## config.mk

```make
export PLATFORM = sky130hd
export DESIGN_NAME = wdh_watchdog
export DESIGN_NICKNAME = d
export VERILOG_FILES = /design/src/wdh_pkg.sv /design/src/wdh_watchdog.sv
export VERILOG_INCLUDE_DIRS = /design/src /design/src/src
export SDC_FILE = /design/constraint.sdc
export NUM_CORES = 1
export LEC_CHECK = 0
export BUFFER_PORTS_ARGS = -buffer_cell sky130_fd_sc_hd__buf_4
export CORE_MARGIN = 3
export CORE_UTILIZATION = 53
export CTS_CLUSTER_SIZE = 12
export DETAILED_ROUTE_END_ITERATION = 16
export PLACE_DENSITY = 0.71
export RECOVER_POWER = 50
export SLEW_MARGIN = 20
export SYNTH_ARGS = -nofsm -noshare
export SYNTH_HDL_FRONTEND = slang
export SYNTH_SLANG_ARGS = --single-unit
```

## constraint.sdc

```tcl
create_clock -name clk -period 4.6 [get_ports clk]
set_input_delay 0.23 -clock clk [delete_from_list [all_inputs] [get_ports clk]]
set_output_delay 0.23 -clock clk [all_outputs]
set_load 0.02 [all_outputs]
```

## src/wdh_map.svh

```systemverilog
`ifndef WDH_MAP_SVH
`define WDH_MAP_SVH

// Clock period of clk in nanoseconds
`define WDH_CLK_PERIOD_NS      100
// One watchdog count step, a hundredth of a second
`define WDH_STEP_NS            10000000
// Delay from halt to hardware reset
`define WDH_HALT_TO_RESET_NS   300000000
// Length of the hardware reset pulse in clock cycles
`define WDH_RESET_PULSE_CYC    16

// Clock chip window inside the peripheral bus space
`define WDH_CLOCK_CHIP_BASE    16'h0000
// Offsets inside the clock chip
`define WDH_OFS_TIME_FRAC      16'h000C
`define WDH_OFS_TIME_SEC       16'h000D
`define WDH_OFS_COMMAND        16'h000B
// Board level registers
`define WDH_ADDR_BOARD_CTRL    16'h2004
`define WDH_ADDR_RESET_REASON  16'h3000

// Field positions
`define WDH_CMD_WD_ENABLE_BIT  4
`define WDH_BRD_WD_ENABLE_BIT  0
`define WDH_RSN_WATCHDOG_BIT   0

// Reset values
`define WDH_CMD_RESET          8'h00
`define WDH_TIME_RESET         8'h00
`define WDH_BRD_RESET          8'h00
`define WDH_RSN_RESET          8'h00

`endif

```

## src/wdh_pkg.sv

```systemverilog
package wdh_pkg;

    // Expiry sequencer states
    typedef enum logic [1:0] {
        WDH_COUNT,
        WDH_HALT_WAIT,
        WDH_RESET_OUT
    } wdh_state_e;

    // Four BCD digits of the timeout, low digit first
    typedef logic [15:0] wdh_bcd_t;

endpackage

```

## src/wdh_watchdog.sv

```systemverilog
`timescale 1ns/1ps
`include "wdh_map.svh"
// Function
// (RL1) Timeout programmable 0.01 to 99.99 seconds
// (RL2) Counter counts down while left unaccessed
// (RL3) Zero gives halt, then reset 300 ms later
// (RL4) Any watchdog register access reloads counter
// (RL5) Software services faster than the timeout
// (RL6) Timeout held BCD in two byte registers
// (RL7) Command register at clock chip offset 0B
// (RL8) Command bit 4 enables the watchdog
// (RL9) Software selects first output, pulse mode
// (RL10) Board enable gates reset, off at power-on
// (RL11) Software sets board enable after setup
// (RL12) Hardware reset clears board control register
// (RL13) Expiry recorded in reset reason register
// (RL14) Firmware reads reason at 3000h on halt
// (RL15) Decrement per 10 ms with BCD borrow
module wdh_watchdog
    import wdh_pkg::*;
#(
    parameter int unsigned STEP_CYCLES  = `WDH_STEP_NS / `WDH_CLK_PERIOD_NS,
    parameter int unsigned DELAY_CYCLES = `WDH_HALT_TO_RESET_NS / `WDH_CLK_PERIOD_NS
) (
    // Clock and reset
    input  wire logic        clk,
    input  wire logic        rstn,
    // Peripheral register bus, byte wide
    input  wire logic        bus_sel,
    input  wire logic        bus_wr,
    input  wire logic [15:0] bus_addr,
    input  wire logic [7:0]  bus_wdata,
    output logic      [7:0]  bus_rdata,
    // Watchdog effects
    output logic             interrupt_output_a,
    output logic             halt_req,
    output logic             hw_reset
);

    ////////////////////////////////////////////////////////////////////////
    // Reset release
    ////////////////////////////////////////////////////////////////////////

    logic [1:0] rst_sync;          // Release shift register
    logic       rst_n;             // Internal reset copy

    // Assert at once, release after two edges
    always_ff @(posedge clk or negedge rstn) begin
        if (!rstn) begin
            rst_sync <= 2'b00;
        end else begin
            rst_sync <= {rst_sync[0], 1'b1};
        end
    end
    // Outputs stay low for two edges after release; accesses wait for that
    assign rst_n = rst_sync[1];

    ////////////////////////////////////////////////////////////////////////
    // Address decode
    ////////////////////////////////////////////////////////////////////////

    // Address compare used for every register
    function automatic logic hit(input logic [15:0] a, input logic [15:0] target);
        hit = (a == target);
    endfunction

    wire sel_frac   = bus_sel && hit(bus_addr, `WDH_CLOCK_CHIP_BASE + `WDH_OFS_TIME_FRAC);
    wire sel_sec    = bus_sel && hit(bus_addr, `WDH_CLOCK_CHIP_BASE + `WDH_OFS_TIME_SEC);
    wire sel_cmd    = bus_sel && hit(bus_addr, `WDH_CLOCK_CHIP_BASE + `WDH_OFS_COMMAND);
    wire sel_board  = bus_sel && hit(bus_addr, `WDH_ADDR_BOARD_CTRL);
    wire sel_reason = bus_sel && hit(bus_addr, `WDH_ADDR_RESET_REASON);
    wire wr         = bus_wr;
    // Either time byte, read or write, counts as servicing
    wire wd_access  = sel_frac || sel_sec;

    ////////////////////////////////////////////////////////////////////////
    // Registers
    ////////////////////////////////////////////////////////////////////////

    logic [7:0] time_frac;         // Tenths and hundredths, BCD
    logic [7:0] time_sec;          // Tens and units of seconds, BCD
    logic [7:0] command;           // Clock chip command byte
    logic [7:0] board_ctrl;        // Board control register
    logic [7:0] reset_reason;      // Reset reason register
    wdh_state_e state;             // Expiry sequencer
    logic       expire;            // One-cycle expiry event
    logic [31:0] delay_cnt;        // Halt to reset wait
    logic [7:0]  pulse_cnt;        // Reset pulse length

    // (RL8) Command bit 4 enables
    // Both enables are plain register bits, so no synchroniser is needed
    wire chip_en  = command[`WDH_CMD_WD_ENABLE_BIT];
    wire board_en = board_ctrl[`WDH_BRD_WD_ENABLE_BIT];
    // Reset pulse is starting on this edge
    wire reset_go = (state == WDH_HALT_WAIT) && (delay_cnt == 32'd0) && board_en;

    // Timeout bytes, written by software
    always_ff @(posedge clk or negedge rst_n) begin
        if (!rst_n) begin
            time_frac <= `WDH_TIME_RESET;
            time_sec  <= `WDH_TIME_RESET;
        end else begin
            // (RL6) BCD timeout bytes
            if (sel_frac && wr) begin
                time_frac <= bus_wdata;
            end
            if (sel_sec && wr) begin
                time_sec <= bus_wdata;
            end
        end
    end

    // Command byte
    always_ff @(posedge clk or negedge rst_n) begin
        if (!rst_n) begin
            command <= `WDH_CMD_RESET;
        end else if (sel_cmd && wr) begin
            // (RL7) Command at offset 0B
            command <= bus_wdata;
        end
    end

    // Board control, cleared whenever hardware reset is driven
    // A write that meets the clear is lost, which keeps the reset one-shot
    always_ff @(posedge clk or negedge rst_n) begin
        if (!rst_n) begin
            // (RL10) Powers up disabled
            board_ctrl <= `WDH_BRD_RESET;
        end else if (reset_go || hw_reset) begin
            // (RL12) Reset clears enable
            board_ctrl <= `WDH_BRD_RESET;
        end else if (sel_board && wr) begin
            board_ctrl <= bus_wdata;
        end
    end

    // Reset reason: write one to clear, a new expiry wins over the clear
    always_ff @(posedge clk or negedge rst_n) begin
        if (!rst_n) begin
            reset_reason <= `WDH_RSN_RESET;
        end else begin
            if (sel_reason && wr) begin
                reset_reason <= reset_reason & ~bus_wdata;
            end
            if (expire) begin
                // (RL13) Record watchdog expiry
                reset_reason[`WDH_RSN_WATCHDOG_BIT] <= 1'b1;
            end
        end
    end

    // Read data, registered one cycle after the read strobe
    // Trade-off: a read of a time byte services the watchdog as a side effect
    logic [7:0] rd_mux;
    always_comb begin
        rd_mux = 8'h00;
        if (sel_frac) begin
            rd_mux = time_frac;
        end else if (sel_sec) begin
            rd_mux = time_sec;
        end else if (sel_cmd) begin
            rd_mux = command;
        end else if (sel_board) begin
            rd_mux = board_ctrl;
        end else if (sel_reason) begin
            rd_mux = reset_reason;
        end
    end

    always_ff @(posedge clk or negedge rst_n) begin
        if (!rst_n) begin
            bus_rdata <= 8'h00;
        end else if (bus_sel && !wr) begin
            bus_rdata <= rd_mux;
        end
    end

    ////////////////////////////////////////////////////////////////////////
    // Step timebase
    ////////////////////////////////////////////////////////////////////////

    // A 32-bit divider covers the full 10 ms step at the real clock rate;
    // simulation shrinks it through STEP_CYCLES
    logic [31:0] step_cnt;         // Cycles within one 10 ms step
    wire         step = (step_cnt == STEP_CYCLES[31:0] - 32'd1);

    // Free-running divider, restarted by servicing so a full step follows
    always_ff @(posedge clk or negedge rst_n) begin
        if (!rst_n) begin
            step_cnt <= 32'd0;
        end else if (step || wd_access) begin
            step_cnt <= 32'd0;
        end else begin
            step_cnt <= step_cnt + 32'd1;
        end
    end

    ////////////////////////////////////////////////////////////////////////
    // BCD countdown
    ////////////////////////////////////////////////////////////////////////

    // Digits are trusted to be BCD; a non-BCD digit from software simply
    // counts down through its binary value until it borrows
    wdh_bcd_t count;               // Remaining time, four BCD digits
    wdh_bcd_t next_count;          // Count after one step
    logic [4:0] borrow;            // Borrow chain between digits

    // (RL15) Digit-wise BCD decrement
    generate
        for (genvar d = 0; d < 4; d++) begin : g_digit
            wire [3:0] dig = count[4*d +: 4];
            assign next_count[4*d +: 4] = !borrow[d] ? dig :
                                          (dig == 4'h0) ? 4'h9 : dig - 4'h1;
            assign borrow[d+1] = borrow[d] && (dig == 4'h0);
        end
    endgenerate
    assign borrow[0] = 1'b1;

    wire count_zero = (count == 16'h0000);
    wire load_val   = (time_sec != 8'h00) || (time_frac != 8'h00);

    // Counter: reload on access, step down while enabled
    always_ff @(posedge clk or negedge rst_n) begin
        if (!rst_n) begin
            count <= 16'h0000;
        end else if (wd_access || !chip_en || hw_reset) begin
            // (RL4) Access reloads counter
            count <= {(sel_sec && wr) ? bus_wdata : time_sec,
                      (sel_frac && wr) ? bus_wdata : time_frac};
        end else if (step && !count_zero && state == WDH_COUNT) begin
            // (RL2) Count toward zero
            count <= next_count;
        end
    end

    // A service in the same cycle as the expiry wins, so a late access still saves
    // (RL1) Nonzero timeout only expires
    assign expire = chip_en && load_val && count_zero && (state == WDH_COUNT) && !wd_access;

    ////////////////////////////////////////////////////////////////////////
    // Halt then reset sequencer
    ////////////////////////////////////////////////////////////////////////

    // Delay and pulse counters sit with the registers, since the board
    // clear decode above already reads the delay counter.
    // Accesses during the wait do not cancel the reset: once halted, the
    // board is committed to it while the board enable stays set.

    // (RL3) Halt first, reset later
    always_ff @(posedge clk or negedge rst_n) begin
        if (!rst_n) begin
            state     <= WDH_COUNT;
            delay_cnt <= 32'd0;
            pulse_cnt <= 8'd0;
            halt_req  <= 1'b0;
            hw_reset  <= 1'b0;
        end else begin
            halt_req <= 1'b0;
            case (state)
                WDH_COUNT: begin
                    if (expire) begin
                        halt_req  <= 1'b1;
                        delay_cnt <= DELAY_CYCLES[31:0] - 32'd1;
                        state     <= WDH_HALT_WAIT;
                    end
                end
                WDH_HALT_WAIT: begin
                    if (delay_cnt != 32'd0) begin
                        delay_cnt <= delay_cnt - 32'd1;
                    end else if (board_en) begin
                        // (RL10) Board enable gates reset
                        hw_reset  <= 1'b1;
                        pulse_cnt <= 8'(`WDH_RESET_PULSE_CYC - 1);
                        state     <= WDH_RESET_OUT;
                    end else begin
                        // Reset suppressed; halt, interrupt and reset reason were the only effects
                        state <= WDH_COUNT;
                    end
                end
                WDH_RESET_OUT: begin
                    if (pulse_cnt != 8'd0) begin
                        pulse_cnt <= pulse_cnt - 8'd1;
                    end else begin
                        hw_reset <= 1'b0;
                        state    <= WDH_COUNT;
                    end
                end
                default: begin
                    state <= WDH_COUNT;
                end
            endcase
        end
    end

    // Pulse-mode interrupt line, matches the halt strobe
    // Only pulse mode is offered; a level line could hold the board in reset
    always_ff @(posedge clk or negedge rst_n) begin
        if (!rst_n) begin
            interrupt_output_a <= 1'b0;
        end else begin
            interrupt_output_a <= expire;
        end
    end

endmodule

```

---- Yosys cells after proc, flatten, opt, wreduce, memory -nomap -nowiden ----
Cells that the tools add are included.
Widths: inputs -> output; s select.
word-level totals
  flip-flop bits (word level) ............. 143
  bits in latches ......................... 0
  RAM bits ................................ 0
  memory bits (read-only) ................. 0
  input port bits ......................... 28
  output and inout bits ................... 11
  word-level logic and storage cells ...... 138
  memories kept ........................... 0
cells by class
  $add $sub $neg .......................... 7
  $mul .................................... 0
  divide/modulo/power cells ............... 0
  order comparisons ....................... 0
  equality and inequality tests ........... 14
  shifts and indexed selects .............. 0
  multiplexer cells ....................... 39
  bitwise operators ....................... 2
  reductions and logical operators ........ 57
operators by type and width
  cell                   number
  $mux 32                3
  $mux 8                 12
  $pmux 32 s2            1
  $eq 16x4->1 const B    3
  $add 32x1->32 const B  1
  $eq 16x14->1 const B   2
  $eq 32x17->1 const B   1
  $logic_not 32->1       1
  $mux 16                2
  $reduce_bool 32->1     1
  $sub 32x1->32 const B  1
  $mux 4                 7
  $reduce_bool 8->1      3
  $logic_and 1x1->1      21
  $logic_not 16->1       1
  $logic_not 4->1        4
  $pmux 8 s2             1
  $reduce_bool 2->1      8
  $sub 4x1->4 const B    4
  $ne 2x2->1 const B     5
  $and 8x8->8            1
  $mux 2                 4
  $not 8->8              1
  $reduce_and 4->1       2
  other kinds (12)       29

---- Logic depth before layout (Yosys ltp) ----
  word-level depth ........................ 8
  depth in mapped cells ................... 8
  depth with buffers taken out ............ 8

---- Worst setup path after synthesis ----
OpenSTA, ideal clock, no wires.
  kind .................................... reg2reg
  start ................................... reg step_cnt[23]
  end ..................................... reg count[14]
  library setup time ...................... 82 ps
  data arrival time ....................... 2512 ps
  data required time ...................... 4518 ps
  path slack .............................. 2006 ps
  stages on the path, launching flop included .. 7
  path buffers ............................ 0
  period minus slack after synthesis ...... 2594 ps
  cell sequence ........................... dfrtp_1 -> or4_1 -> or4_4 -> nor4_4 -> nand4b_2 -> or4b_1 -> a31oi_1
on the way
  longest elaborated chain between the ends .. 5
RTL lines
  item                                line                 RTL
  from (decl)                         wdh_watchdog.sv:184  logic [31:0] step_cnt;
  from (signal assigned)              wdh_watchdog.sv:194  step_cnt <= step_cnt + 32'd1;
  $eq 32x17->1                        wdh_watchdog.sv:185  wire step = (step_cnt == STEP_CYCLES[31:0] - 32'd1);
  $logic_and 1x1->1 (2 in a row)      wdh_watchdog.sv:230  end else if (step && !count_zero && state == WDH_COUNT) begin
  $reduce_bool 2->1 (no source line)  --
  $reduce_and 2->1 (no source line)   --
  to (signal assigned)                wdh_watchdog.sv:228  count <= {(sel_sec && wr) ? bus_wdata : time_sec,
  to (signal assigned)                wdh_watchdog.sv:232  count <= next_count;
  to (decl)                           wdh_watchdog.sv:204  wdh_bcd_t count;
No other way between the ends.
A chain may end at the register's enable or synchronous reset.

==> summary.log <==
INFO  critical_path  timing.critical_path.max_delay_family=flip-flops
INFO  clocking       ctsLongestPathBuffers=2
INFO  place          port_buffers=38
INFO  layout         filler_cell_count=1,035
INFO  synthesis      syn_area=6910um^2
INFO  synthesis      synth_enable_flop_cells=0
INFO  layout         postLayoutCoreUtil=0.631
INFO  layout         drive_gt1_frac=0.136
INFO  floorplan      core-area=12,700um^2
INFO  timing         sum_of_negative_setup_slack=0ps
INFO  critical_path  worstSetupPathType=reg2async
INFO  synthesis      synthDistinctLibCells=55
INFO  drt            routed-via-count=5,407
INFO  global_route   overflow=0
INFO  clocking       clk_root_buffer_cell=sky130_fd_sc_hd__clkbuf_16
INFO  clocking       cts.sink_count=143
INFO  clocking       clk_pin_slew=60ps
INFO  min_path       min-delay-start=bus_wdata[2]
INFO  synthesis      yosys-top-cells-area=sky130_fd_sc_hd__dfrtp_1 52%, sky130_fd_sc_hd__nor2_1 5.5%, sky130_fd_sc_hd__mux2_2 4.6%
INFO  timing         timing.final.crit_period=3020ps
INFO  synthesis      post-synth-top-area-cell=sky130_fd_sc_hd__dfrtp_1
INFO  floorplan      die_area=14,400um^2
INFO  drt            post_drt_via_cell_ratio=5.93
INFO  synthesis      register_bit_count_reported_by_yosys=143
INFO  drt            avgRoutedWirePerCell=17.0um
INFO  layout         layout.area.seq=3580um^2
INFO  critical_path  cp-start-kind=flop
INFO  timing         final_hold_viol_count=0
INFO  critical_path  timing.critical_path.to_type=async pin
INFO  synthesis      synth_top_flop_cell=sky130_fd_sc_hd__dfrtp_1
INFO  drt            drt_drc_violations_left=0
INFO  clocking       cts_buffers=17
INFO  floorplan      dieHeight=120um
INFO  min_path       timing.hold.worst_endpoint=reset_reason[2]
INFO  timing         final_max_slew_viol_count=60
INFO  critical_path  worstPathCellList=clkbuf_2
INFO  layout         finish.net_count=759
INFO  timing         setup_viol=0
INFO  clocking       clock_tree.htree_level_count=4
INFO  synthesis      seq_area_frac_synth=0.518
INFO  floorplan      initial_utilization=0.545
INFO  clocking       tritoncts=built
INFO  power          pwr_density_cell=361nW/um^2
INFO  drt            length_of_the_first_detailed_routing_pass_in_iterations=5
INFO  timing         clock-skew-final=8.36ps
INFO  timing         period_share=0.657
INFO  power          cellLeakagePower=3.59nW
INFO  critical_path  worst-path-max-fanout=59
INFO  timing         max_slew_margin=-0.528
INFO  floorplan      pin_count=39
INFO  synthesis      synth-async-reset-ratio=1.00
INFO  run            timing.max_cap.violations=1
INFO  drt            drt_iter0_drc=422
INFO  drt            post_detailed_route_count_of_antenna_violating_nets=0
INFO  place          final_weighted_congestion_in_routability_driven_placement=0.864
INFO  global_route   global_route_wire_length_before_repair=26,500um
INFO  place          hpwl=10,600um
INFO  min_path       hold_depth=2
INFO  layout         multi_input_comb_area=3240um^2
INFO  timing         fmax=0.331GHz
INFO  critical_path  ff2ff_setup_slack=1580ps
INFO  global_route   initial_antenna_violation_count=0
INFO  global_route   pin_count_of_the_biggest_net_entering_global_routing=60
INFO  status         run_status=finished, violations left
INFO  timing         worst-slew-pin-transition=2290ps
INFO  critical_path  capture_instance_of_the_worst_register_to_register_path=delay_cnt[31]
INFO  critical_path  critPathRequiredTime=4980ps
INFO  timing         grt_setup_unrepaired=no
INFO  critical_path  timing.rr.start=rst_sync[1]
INFO  synthesis      synthDominantCellAreaShare=0.518
INFO  synthesis      yosys_warnings=0
INFO  drt            finalWirelength=15,500um
INFO  critical_path  timing.critical_path.buf_inv=1
INFO  global_route   track_usage=0.228
INFO  layout         syn2layout_area_growth=15.7%
INFO  critical_path  timing.critical_path.arrival=3400ps
INFO  layout         antennaDiodeCount=0
INFO  synthesis      syn-mean-instance-area=10.2um^2
INFO  clocking       worstSkewPairLatency=420ps
INFO  global_route   first_global_vias=5,495
INFO  critical_path  timing.reg2reg.worst_path_depth=1
INFO  floorplan      horizontal_die_dimension=120um
INFO  critical_path  timing.critical_path.slowest_stage_cell=sky130_fd_sc_hd__dfrtp_1
INFO  floorplan      num_rows=41
INFO  synthesis      post_synth_inst_count=680
INFO  synthesis      mappedNetlistNets=712
INFO  status         failing_checks=max-capacitance violations, max-slew violations
INFO  critical_path  cpPeakStageDelay=1890ps
INFO  min_path       worst_min_delay_path_category=in2reg
INFO  power          max-vdd-ir-drop=0.239mV
-- cell usage after synthesis (6+ instances only) --
master and n:
sky130_fd_sc_hd__dfrtp_1 143, sky130_fd_sc_hd__nor2_1 101, sky130_fd_sc_hd__nand2_1 55, sky130_fd_sc_hd__xor2_1 34
sky130_fd_sc_hd__mux2_2 28, sky130_fd_sc_hd__nand3_1 25, sky130_fd_sc_hd__nor3_1 25, sky130_fd_sc_hd__nor4_1 25
sky130_fd_sc_hd__xnor2_1 25, sky130_fd_sc_hd__nand4_1 20, sky130_fd_sc_hd__a21oi_1 19, sky130_fd_sc_hd__o21ai_0 19
sky130_fd_sc_hd__a31oi_1 15, sky130_fd_sc_hd__and3_1 13, sky130_fd_sc_hd__clkbuf_1 13, sky130_fd_sc_hd__mux2i_1 11
sky130_fd_sc_hd__or3_1 10, sky130_fd_sc_hd__a22o_1 9, sky130_fd_sc_hd__inv_1 9, sky130_fd_sc_hd__a21boi_0 7
sky130_fd_sc_hd__nand2b_1 7, sky130_fd_sc_hd__and4_1 6
-- final cells by class --
type	count	area share
inverter	9	0.00423
clock buffer	22	0.0606
clock inverter	10	0.0197
multi-input combinational	512	0.405
sequential	143	0.448
timing repair buffer	44	0.0359
tap	172	0.0269
-- layer usage --
layer  track usage  part of all wire  vias to the layer above
met2         0.371              0.48                      152
li1              -                 -                     2564
met5             0                 0                        -
met4        0.0702             0.016                        0
met1         0.303              0.45                     2666
met3        0.0561             0.055                       25
-- flip-flops by register name (all words and copies together) (netlist names), 2 cells and up --
register	cells
time_sec	8
time_frac	8
board_ctrl	8
pulse_cnt	8
state	2
rst_sync	2
reset_reason	8
count	16
delay_cnt	32
command	8
step_cnt	32
bus_rdata	8
-- cells by family after synthesis --
kind of cell             count (synthesis)  synth area share
multiplexers                            39            0.0616
flip-flops                             143             0.518
XOR/XNOR                                59            0.0748
AND/OR/NAND/NOR                        320             0.239
AO/OA/AOI/OAI                           89            0.0855
adder cells (fa/ha/maj)                  4           0.00725
other                                    1          0.000543
buffers and inverters                   25            0.0136
-- layout by cell type (no fill, tap or decap), types with 12 or more instances in the layout --
master                      instances
sky130_fd_sc_hd__nor4_1            25
sky130_fd_sc_hd__a31oi_1           15
sky130_fd_sc_hd__nor2_1           101
sky130_fd_sc_hd__xnor2_1           25
sky130_fd_sc_hd__and3_1            13
sky130_fd_sc_hd__mux2_2            28
sky130_fd_sc_hd__xor2_1            34
sky130_fd_sc_hd__nor3_1            25
sky130_fd_sc_hd__clkbuf_1          12
sky130_fd_sc_hd__buf_4             29
sky130_fd_sc_hd__nand3_1           25
sky130_fd_sc_hd__nand2_1           55
sky130_fd_sc_hd__a21oi_1           19
sky130_fd_sc_hd__clkbuf_16         17
sky130_fd_sc_hd__dfrtp_1          143
sky130_fd_sc_hd__nand4_1           20
sky130_fd_sc_hd__o21ai_0           19
-- through the flow --
stage	power (mW)	hold slack, ps	setup WS, ps	std cells	instance area (um^2)
finish	2.89	42.6	1580	912	7990
global route	2.98	33.4	962	912	7990
CTS	2.90	33.1	1800	912	8040
detailed placement	1.44	13.0	1670	879	7390
global placement	1.44	12.1	1770	879	7390
floorplan	1.39	-65.6	321	680	6910
-- power by group --
part / switching [mW] / internal [mW] / total [mW]
clock: 0.507 / 0.962 / 1.47
sequential: 0.0395 / 1.28 / 1.32
combinational: 0.0565 / 0.0392 / 0.0957
-- worst max-delay path by stage --
stage | from | end | slack, ps | cells past startpoint
floorplan | rst_sync[1] | board_ctrl[0] | 320 | 0
global placement | bus_addr[10] | command[7] | 1770 | 6
detailed placement | bus_addr[10] | command[3] | 1670 | 6
CTS | step_cnt[23] | count[14] | 1800 | 6
global route | rst_sync[1] | delay_cnt[9] | 960 | 1
finish | rst_sync[1] | delay_cnt[31] | 1580 | 1
-- timing repair --
action	4_1_cts	5_1_grt
hold endpoints to repair	2	0
hold buffers	1	0
resized for setup	0	0
buffers inserted	0	0
No activity file was read; power rests on OpenSTA's default activity.
